File: src/rtl/dpct_defs.vh
// constants for the command-timing block of the memory device model
// assumes a single 100 MHz clock; speed grade chosen by a 2-bit port
// Summary of operation
// [RULE1] alert held low 80-160/88-176/96-192 clocks
// [RULE2] controller idles within 71/78/85 clocks persistent
// [RULE3] latency mode samples 5 or 6 clocks late
// [RULE4] gear-down latency 6 or 8 clocks
// [RULE5] controller waits exit delay before non-loop commands
// [RULE6] loop commands wait exit plus relock delay
// [RULE7] select low 12 ns to exit-minus-10 ns
// [RULE8] test enable high 200 ns before select
// [RULE9] continuity outputs valid within 200 ns
// [RULE10] clock valid, enable high 10 ns after test
// [RULE11] power-save entry disables command path after delay
// [RULE12] mode commands spaced update plus latency
`ifndef DPCT_DEFS_VH
`define DPCT_DEFS_VH
`define DPCT_CLK_PERIOD_NS 10
`define DPCT_GRADE_2666 2'h0
`define DPCT_GRADE_2933 2'h1
`define DPCT_GRADE_3200 2'h2
// alert pulse length, the minimum of each grade
`define DPCT_ALERT_PW_2666 8'h50
`define DPCT_ALERT_PW_2933 8'h58
`define DPCT_ALERT_PW_3200 8'h60
`define DPCT_ALERT_RSP_2666 8'h47
`define DPCT_ALERT_RSP_2933 8'h4E
`define DPCT_ALERT_RSP_3200 8'h55
`define DPCT_CAL_2666 4'h5
`define DPCT_CAL_HI 4'h6
`define DPCT_CALG_2666 4'h6
`define DPCT_CALG_HI 4'h8
`define DPCT_PS_DISABLE_DLY 4'h4
`define DPCT_CONT_VALID_NS 200
`define DPCT_CONT_VALID_CYC (`DPCT_CONT_VALID_NS / `DPCT_CLK_PERIOD_NS)
`define DPCT_CONT_ENABLE_NS 200
`define DPCT_CONT_ENABLE_CYC \
  ((`DPCT_CONT_ENABLE_NS + `DPCT_CLK_PERIOD_NS - 1) / `DPCT_CLK_PERIOD_NS)
`define DPCT_CONT_DELAY 5'h03
`endif

File: src/rtl/dpct_timing.v
// command-timing core: parity alert pulse, cs-to-command latency,
// power-save entry and exit, continuity test response
// assumes inputs synchronous to clk_in, controller obeys its timings
`include "dpct_defs.vh"
module dpct_timing (
  // clock and reset
  input wire clk_in,
  input wire rstn_in,
  // configuration
  input wire [1:0] grade_in,
  input wire cal_mode_in,
  input wire gear_down_in,
  input wire persistent_parity_in,
  // command interface
  input wire cs_n_in,
  input wire cke_in,
  input wire [7:0] cmd_in,
  input wire parity_err_in,
  input wire max_power_saving_mode_in,
  input wire test_enable_pin_in,
  input wire [7:0] test_in,
  // outputs
  output wire alert_n_out,
  output wire cmd_valid_out,
  output wire [7:0] cmd_out,
  output wire cmd_path_on_out,
  output wire [7:0] test_out,
  output wire test_valid_out,
  output wire parity_locked_out
);

// ------------------------------------------------------------
// grade dependent figures
// ------------------------------------------------------------
reg [7:0] pw_len;
reg [3:0] lat;
always @* begin
  case (grade_in)
    `DPCT_GRADE_2666: pw_len = `DPCT_ALERT_PW_2666; // [RULE1]
    `DPCT_GRADE_2933: pw_len = `DPCT_ALERT_PW_2933; // [RULE1]
    default: pw_len = `DPCT_ALERT_PW_3200; // [RULE1]
  endcase
  if (grade_in == `DPCT_GRADE_2666) begin
    lat = gear_down_in ? `DPCT_CALG_2666 : `DPCT_CAL_2666; // [RULE4]
  end else begin
    lat = gear_down_in ? `DPCT_CALG_HI : `DPCT_CAL_HI; // [RULE3] [RULE4]
  end
end

// ------------------------------------------------------------
// max power saving entry and exit
// ------------------------------------------------------------
localparam PS_RUN = 2'h0;
localparam PS_WAIT = 2'h1;
localparam PS_SAVE = 2'h2;
reg [1:0] ps_state_reg;
reg [1:0] ps_state_next;
reg [3:0] ps_cnt_reg;
reg [3:0] ps_cnt_next;
reg path_on_reg;
reg path_on_next;
always @* begin
  ps_state_next = ps_state_reg;
  ps_cnt_next = ps_cnt_reg;
  path_on_next = path_on_reg;
  case (ps_state_reg)
    PS_RUN: begin
      if (max_power_saving_mode_in) begin
        ps_state_next = PS_WAIT;
        ps_cnt_next = `DPCT_PS_DISABLE_DLY;
      end
    end
    PS_WAIT: begin
      ps_cnt_next = ps_cnt_reg - 4'h1;
      if (ps_cnt_reg == 4'h1) begin
        ps_state_next = PS_SAVE;
        path_on_next = 1'b0; // [RULE11]
      end
    end
    PS_SAVE: begin
      // level test only: a cke already high with cs low exits too
      if (cke_in && !cs_n_in && !max_power_saving_mode_in) begin
        ps_state_next = PS_RUN; // [RULE7]
        path_on_next = 1'b1;
      end
    end
    default: begin
      ps_state_next = PS_RUN;
      path_on_next = 1'b1;
    end
  endcase
end
always @(posedge clk_in or negedge rstn_in) begin
  if (!rstn_in) begin
    ps_state_reg <= PS_RUN;
    ps_cnt_reg <= 4'h0;
    path_on_reg <= 1'b1;
  end else begin
    ps_state_reg <= ps_state_next;
    ps_cnt_reg <= ps_cnt_next;
    path_on_reg <= path_on_next;
  end
end

// ------------------------------------------------------------
// parity alert pulse
// ------------------------------------------------------------
reg [7:0] alert_cnt_reg;
reg [7:0] alert_cnt_next;
reg locked_reg;
reg locked_next;
// a new error during the pulse is absorbed, not restarted
always @* begin
  alert_cnt_next = alert_cnt_reg;
  locked_next = locked_reg;
  if (alert_cnt_reg != 8'h00) begin
    alert_cnt_next = alert_cnt_reg - 8'h01; // [RULE1]
  end else if (parity_err_in) begin
    alert_cnt_next = pw_len; // [RULE1]
  end
  if (parity_err_in && persistent_parity_in) begin
    locked_next = 1'b1;
  end else if (!persistent_parity_in) begin
    locked_next = 1'b0;
  end
end
always @(posedge clk_in or negedge rstn_in) begin
  if (!rstn_in) begin
    alert_cnt_reg <= 8'h00;
    locked_reg <= 1'b0;
  end else begin
    alert_cnt_reg <= alert_cnt_next;
    locked_reg <= locked_next;
  end
end

// ------------------------------------------------------------
// command capture with optional cs latency
// ------------------------------------------------------------
reg [3:0] lat_cnt_reg;
reg [3:0] lat_cnt_next;
reg cmd_valid_reg;
reg cmd_valid_next;
reg [7:0] cmd_reg;
reg [7:0] cmd_next;
// selects inside a countdown are dropped; the controller spaces them
always @* begin
  lat_cnt_next = lat_cnt_reg;
  cmd_valid_next = 1'b0;
  cmd_next = cmd_reg;
  if (lat_cnt_reg != 4'h0) begin
    lat_cnt_next = lat_cnt_reg - 4'h1;
    if (lat_cnt_reg == 4'h1) begin
      cmd_valid_next = path_on_reg; // [RULE3] [RULE4]
      cmd_next = cmd_in; // [RULE3] [RULE4]
    end
  end else if (!cs_n_in && path_on_reg) begin
    if (cal_mode_in) begin
      lat_cnt_next = lat; // [RULE3] [RULE4]
    end else begin
      cmd_valid_next = 1'b1;
      cmd_next = cmd_in;
    end
  end
end
always @(posedge clk_in or negedge rstn_in) begin
  if (!rstn_in) begin
    lat_cnt_reg <= 4'h0;
    cmd_valid_reg <= 1'b0;
    cmd_reg <= 8'h00;
  end else begin
    lat_cnt_reg <= lat_cnt_next;
    cmd_valid_reg <= cmd_valid_next;
    cmd_reg <= cmd_next;
  end
end

// ------------------------------------------------------------
// continuity test: output follows inverted inputs after short delay
// ------------------------------------------------------------
reg [4:0] cont_cnt_reg;
reg [4:0] cont_cnt_next;
reg [7:0] test_reg;
reg [7:0] test_next;
reg test_valid_reg;
reg test_valid_next;
always @* begin
  cont_cnt_next = cont_cnt_reg;
  test_next = test_reg;
  test_valid_next = test_valid_reg;
  if (!test_enable_pin_in || cs_n_in) begin
    cont_cnt_next = 5'h00;
    test_valid_next = 1'b0;
  end else begin
    // delay well under the bound; the inputs stay tracked every cycle
    if (cont_cnt_reg != `DPCT_CONT_DELAY) begin
      cont_cnt_next = cont_cnt_reg + 5'h01;
    end else begin
      test_valid_next = 1'b1; // [RULE9]
    end
    test_next = ~test_in; // [RULE9]
  end
end
always @(posedge clk_in or negedge rstn_in) begin
  if (!rstn_in) begin
    cont_cnt_reg <= 5'h00;
    test_reg <= 8'h00;
    test_valid_reg <= 1'b0;
  end else begin
    cont_cnt_reg <= cont_cnt_next;
    test_reg <= test_next;
    test_valid_reg <= test_valid_next;
  end
end

// ------------------------------------------------------------
// outputs
// ------------------------------------------------------------
// data straight from flip-flops; only the alert level is decoded
assign alert_n_out = (alert_cnt_reg == 8'h00); // [RULE1]
assign cmd_valid_out = cmd_valid_reg;
assign cmd_out = cmd_reg;
assign cmd_path_on_out = path_on_reg;
assign test_out = test_reg;
assign test_valid_out = test_valid_reg;
assign parity_locked_out = locked_reg;

endmodule // dpct_timing

File: config.mk
export PLATFORM = sky130hd
export DESIGN_NAME = dpct_timing
export DESIGN_NICKNAME = d
export VERILOG_FILES = /design/src/rtl/dpct_timing.v
export VERILOG_INCLUDE_DIRS = /design/src /design/src/rtl
export SDC_FILE = /design/constraint.sdc
export NUM_CORES = 1
export LEC_CHECK = 0
export ABC_AREA = 1
export BUFFER_PORTS_ARGS = -buffer_cell sky130_fd_sc_hd__buf_4
export CAP_MARGIN = 30
export CORE_MARGIN = 5
export CORE_UTILIZATION = 40
export CTS_BUF_LIST = sky130_fd_sc_hd__clkbuf_2
export CTS_CLUSTER_DIAMETER = 100
export DETAILED_ROUTE_END_ITERATION = 10
export GPL_ROUTABILITY_DRIVEN = 0
export PLACE_DENSITY_LB_ADDON = 0.12
export SYNTH_ARGS = -nofsm -noshare
export SYNTH_HDL_FRONTEND = slang
export SYNTH_SLANG_ARGS = --single-unit
File: constraint.sdc
create_clock -name clk_in -period 3.2 [get_ports clk_in]
set_clock_uncertainty 0.1 [all_clocks]
set_input_delay 0.64 -clock clk_in [delete_from_list [all_inputs] [get_ports clk_in]]
set_output_delay 0.64 -clock clk_in [all_outputs]
set_load 0.01 [all_outputs]
==> flow_summary_export.csv, run 1 <==
group,metric,value,unit
global_route,grt_pass1_wl,7.45,mm
floorplan,fp.dieW,83.1,um
min_path,hold_path.class,"in -> async",
clocking,clk_pin_slew,0.20,ns
yosys,syn_inst,247,
route,drc_errors,0,
global_route,grt_pass1_vias,1719,
worst_setup_path,r2r_cells,7,
clocking,cts-root-buf,"clkbuf_2",
run_status,outcome,"complete, no violations",
floorplan,design.die.area,6910,sq um
power_and_ir_drop,p_leak,1.40,nW
route,routedWlPerCell,11.4,um
worst_setup_path,worst_setup_path_end_kind,"primary output",
yosys,synth_edf_count,0,
timing,whs,0.0863,ns
timing,post-route-min-period,2.49,ns
power_and_ir_drop,powerDensity,616,nW/um^2
job,drv_cap,0,
clocking,post_cts_buffers,0,
worst_setup_path,critPathRequiredTime,2.46,ns
timing,period_share,0.779,
worst_setup_path,cp_max_fo,7,
floorplan,top_level_ports,49,
timing,drv_slew,0,
floorplan,rows,26,
yosys,synth_ff_type,"dfrtp_1",
yosys,ys_types,28,
clocking,cts_hold_buffers,0,
yosys,synth_area,2140,sq um
placed_design,io_buffer_count,48,
floorplan,start_util,0.416,
clocking,post_cts_resized,0,
yosys,ys_async_sr_fraction,1.00,
timing,tns,0,ns
global_route,grt_overflow,0,
yosys,ys_seq_elements,43,
clocking,cts_buffers,5,
worst_setup_path,worst_ep_arrival_time,1.75,ns
clocking,cts.sinks,43,
route,vias,1702,
route,drtIter0Drc,61,
clocking,ctsHtreeMaxLevel,2,
yosys,ys_seq_area_frac,0.504,
final_layout,regArea,1080,sq um
final_layout,antenna_cells,0,
route,dr.pass1.iters,4,
yosys,syn_avg_cell_area,8.66,sq um
floorplan,die_h,83.1,um
timing,max_freq,401,MHz
yosys,synth_nets,285,
final_layout,finalNetCount,339,
clocking,cts_tree,"built",
timing,tightest_slew,0.541,ns
timing,rsz0062_at_grt,"false",
final_layout,drive_gt1_frac,0.242,
yosys,ys_warn_count,0,
timing,finalHoldViolCount,0,
floorplan,core_region_area,5140,sq um
route,via_per_inst,4.58,
global_route,antenna_found_initial,0,
final_layout,multi_input_area,933,sq um
worst_setup_path,critPathLaunchType,"flop",
timing,setup_viol,0,
global_route,grt_max_degree,44,
placed_design,place_hpwl,3.20,mm
power_and_ir_drop,max-vdd-ir-drop,0.402,mV
final_layout,syn2layout_area_growth,22.5,%
clocking,clock_path_buffers,2,
route,detail-route-antenna-nets,0,
clocking,clock_latency,0.39,ns
global_route,grt_util_all_layers,0.130,
worst_setup_path,critical_path_class,"reg -> out",
final_layout,fillCellCount,554,
timing,max_slew_margin,0.640,
route,routed_wl,4.23,mm
## cells in the final DEF (no fill, tap or decap), drive strengths merged
cell    instances
nand2          69
buf            48
dfrtp          42
inv            33
nand3          30
o21ai          21
nor2           20
ha             10
clkbuf          6
a21oi           6
nand4           3
xnor2           3
and3            2
xor2            2
clkinv          2
or2             2
o22ai           1
o21a            1
dfstp           1
## critical path: stages, from the launching register on
cell,delay [ns]
dfrtp_1,0.40
inv_1,0.17
ha_1,0.21
nand3_1,0.22
nor2_8,0.22
buf_4,0.14
## power by group
part	switching, W	internal [W]	total, W
Clock	0.000167	0.0000527	0.000220
Combinational	0.000362	0.000264	0.000626
Sequential	0.0000865	0.000681	0.000768
## stage by stage
stage | instances | instance area, sq um | total power (W) | utilization | worst slack (ns)
3_5_place_dp | 364 | 2580 | 0.00142 | 0.502 | 1.16
2_1_floorplan | 247 | 2140 | 0.00117 | - | 1.37
6_report | 372 | 2620 | 0.00161 | 0.510 | 0.707
5_1_grt | 372 | 2620 | 0.00176 | 0.510 | 0.500
4_1_cts | 372 | 2620 | 0.00164 | 0.510 | 0.675
3_3_place_gp | 364 | 2580 | 0.00140 | 0.502 | 1.19
## per-layer routing
metal / global-route usage / routed length (um) / up-vias
met2: 0.227 / 2170 / 24
met4: 0.0490 / 75 / 0
met1: 0.155 / 1840 / 773
met5: 0 / 0 / -
met3: 0.0317 / 146 / 8
li1: - / - / 897
## cell type report
cell class,count,area share
clock buffer,6,0.0115
clock inverter,2,0.00287
inverter,33,0.0473
multi-input combinational,170,0.356
sequential,43,0.411
tap,70,0.0334
timing repair buffer,48,0.138
## final timing paths
check                                  from  slack, ns         endpoint
min reg2reg                      cmd_out[7]       0.40       cmd_out[7]
max reg2reg                  lat_cnt_reg[0]       1.53       cmd_out[7]
min                                 rstn_in       0.09   lat_cnt_reg[2]
max in group asynchronous           rstn_in       2.54  cmd_path_on_out
min in group clk_in              test_in[5]       0.29      test_out[5]
max                        alert_cnt_reg[0]       0.71      alert_n_out
## logic make-up (layout without fill, tap and decap cells)
logic type | count (synthesis) | in the layout | share of synthesized area
and+or+nand+nor | 126 | 126 | 0.275
DFF | 43 | 43 | 0.504
buffers and inverters | 34 | 89 | 0.0602
AOI/OAI and AO/OA | 29 | 29 | 0.0819
adders and majority gates | 10 | 10 | 0.0585
xor gates and xnor gates | 5 | 5 | 0.0205
## synthesized netlist by cell type (2+ instances only)
master / count / share of area
a21oi_1: 5 / 0.012
and3_1: 2 / 0.0058
dfrtp_1: 42 / 0.49
ha_1: 10 / 0.058
inv_1: 32 / 0.056
nand2_1: 63 / 0.11
nand2_2: 4 / 0.012
nand2_4: 2 / 0.011
nand3_1: 30 / 0.070
nand4_1: 3 / 0.0088
nor2_1: 15 / 0.026
nor2_2: 2 / 0.0058
nor2_4: 2 / 0.011
o21ai_0: 15 / 0.035
o21ai_1: 2 / 0.0047
o21ai_2: 3 / 0.012
xnor2_1: 3 / 0.012
xor2_1: 2 / 0.0082
(Power assumes the default switching activity.)
==> run 2: changes to the inputs <==
Clock period 3.2 ns to 2.1 ns, I/O delays scaled along.
==> flow_summary_export.csv, run 2 (same netlist as run 1, synthesis figures left out) <==
group,metric,value,unit
run_status,outcome,"complete, no violations",
min_path,hold_path.class,"in -> reg",
power_and_ir_drop,combPwrFrac,0.369,
worst_setup_path,cpMaxStageDelayCell,"dfrtp_1",
final_layout,fillCellCount,543,
worst_setup_path,critical_path_class,"reg -> out",
timing,layout_setup_ws,0.126,ns
clocking,ctsHtreeMaxLevel,2,
global_route,grt_overflow,0,
worst_setup_path,cp_max_fo,4,
route,drc_errors,0,
route,vias,1696,
power_and_ir_drop,sequentialPowerShare,0.453,
route,dr.pass1.iters,4,
power_and_ir_drop,switching_share,0.365,
placed_design,place_hpwl,3.21,mm
min_path,hold_path_depth,2,
final_layout,layoutNonFillerInstCount,375,
final_layout,syn2layout_area_growth,25.9,%
power_and_ir_drop,p_leak,1.43,nW
route,drtIter0Drc,64,
floorplan,core_region_area,5140,sq um
final_layout,fin_area,2690,sq um
worst_setup_path,worst_setup_path_end_kind,"primary output",
clocking,cts_tree,"built",
job,drv_cap,0,
power_and_ir_drop,intPower,0.00164,W
final_layout,final_common_cell,"nand2_1",
timing,drv_slew,0,
placed_design,io_buffer_count,48,
route,routedWlPerCell,11.3,um
clocking,clock_latency,0.40,ns
power_and_ir_drop,power.total,0.00258,W
worst_setup_path,worst_ep_arrival_time,1.45,ns
final_layout,drive_gt1_frac,0.266,
global_route,grt_util_all_layers,0.129,
worst_setup_path,cpLargestDelayFamily,"flip-flops",
power_and_ir_drop,powerDensity,958,nW/um^2
timing,setup_viol,0,
placed_design,dp_cells,364,
placed_design,post-place-ws,0.295,ns
route,detail-route-antenna-nets,0,
timing,finalHoldViolCount,0,
worst_setup_path,r2r_cells,8,
worst_setup_path,crit_cells,5,
clocking,clock_path_buffers,2,
power_and_ir_drop,max-vdd-ir-drop,0.471,mV
final_layout,antenna_cells,0,
global_route,grt_pass1_vias,1682,
timing,max_slew_margin,0.626,
floorplan,rows,26,
clocking,cts.sinks,43,
floorplan,design.die.area,6910,sq um
timing,post-route-min-period,1.97,ns
timing,max_freq,506,MHz
timing,period_share,0.940,
placed_design,dpl_cell_area,2580,sq um
worst_setup_path,critPathLaunchType,"flop",
global_route,grt_max_degree,44,
floorplan,top_level_ports,49,
timing,tightest_slew,0.561,ns
worst_setup_path,worstPathCellList,"inv_2 -> ha_2 -> nand3_4 -> nor2_8 -> buf_4",
power_and_ir_drop,p_sw,0.000943,W
timing,tns,0,ns
floorplan,start_util,0.416,
clocking,clk_pin_slew,0.21,ns
clocking,cts-root-buf,"clkbuf_2",
route,routed_wl,4.22,mm
final_layout,finalNetCount,342,
worst_setup_path,path_buf_inv,2,
floorplan,die_h,83.1,um
floorplan,fp.dieW,83.1,um
clocking,cts_buffers,5,
worst_setup_path,cpPeakStageDelay,0.44,ns
power_and_ir_drop,clockPowerShare,0.178,
final_layout,multi_input_area,956,sq um
global_route,grt_pass1_wl,7.37,mm
global_route,antenna_found_initial,0,
final_layout,final_cell_mix,"63 x nand2_1, 50 x buf_4, 42 x dfrtp_1, 30 x inv_1, 29 x nand3_1",
final_layout,regArea,1080,sq um
worst_setup_path,critPathRequiredTime,1.58,ns
route,via_per_inst,4.52,
==> run 2: changes by cell type in the layout (fill, tap and decap cells not counted) <==
cell	before	now
buf_4	48	50
nor2_4	2	3
clkinv_1	2	1
dlygate4sd3_1	0	1
ha_2	0	1
bufinv_16	0	1
clkbuf_2	6	5
inv_1	32	30
nor2_1	15	14
inv_2	1	3
nand3_4	0	1
nand3_1	30	29
ha_1	10	9
clkinv_2	0	1
==> run 2: routing by layer <==
metal  GRT usage  vias to the layer above  wire length (um)
met5           0                        -                 0
met4      0.0446                        0                63
met1       0.153                      768              1920
met3      0.0347                        5               135
li1            -                      902                 -
met2       0.226                       21              2100
==> run 2: worst paths after layout <==
check	from	end	slack, ns
max	alert_cnt_reg[1]	alert_n_out	0.13
min reg2reg	alert_cnt_reg[7]	alert_cnt_reg[7]	0.40
max reg2reg	lat_cnt_reg[0]	cmd_out[7]	0.46
min	test_in[5]	test_out[5]	0.06
min in group asynchronous	rstn_in	test_out[5]	0.42
max in group asynchronous	rstn_in	cmd_path_on_out	1.09
==> run 2: final cells by class <==
cell class / instances / area share
inverters: 33 / 0.0460
multi-input cells: 170 / 0.355
well taps: 70 / 0.0325
repair buffers: 51 / 0.143
flip-flops and latches: 43 / 0.400
clock buffers: 5 / 0.00929
clock inverters: 3 / 0.0144
==> run 2: worst reg2reg max path, delay by kind of cell (launching register included) <==
kind,cells,cell delay (ns)
simple gates,6,0.70
flops,1,0.42
fa+ha+maj,1,0.26
buf+inv,1,0.13
==> run 2: timing repair <==
item,4_1_cts,5_1_grt
pin swaps,1,0
endpoints found under the hold margin,42,0
buffers inserted,1,1
resized for setup,2,5
endpoints found under the setup margin,1,1
hold buffers,1,0
==> run 2: power groups by stage <==
stage	clock, W	sequential (W)	combinational [W]
floorplan	0	0.00122	0.000562
global placement	0	0.00119	0.000949
detailed placement	0	0.00119	0.000968
CTS	0.000482	0.00117	0.000973
global route	0.000517	0.00119	0.00110
finish	0.000459	0.00117	0.000952
==> run 2: metrics by stage <==
step           hold slack, ns   util
2_1_floorplan          0.0244      -
3_3_place_gp            0.351  0.502
3_5_place_dp            0.358  0.502
4_1_cts                0.0297  0.519
5_1_grt               0.00192  0.524
6_report               0.0566  0.524
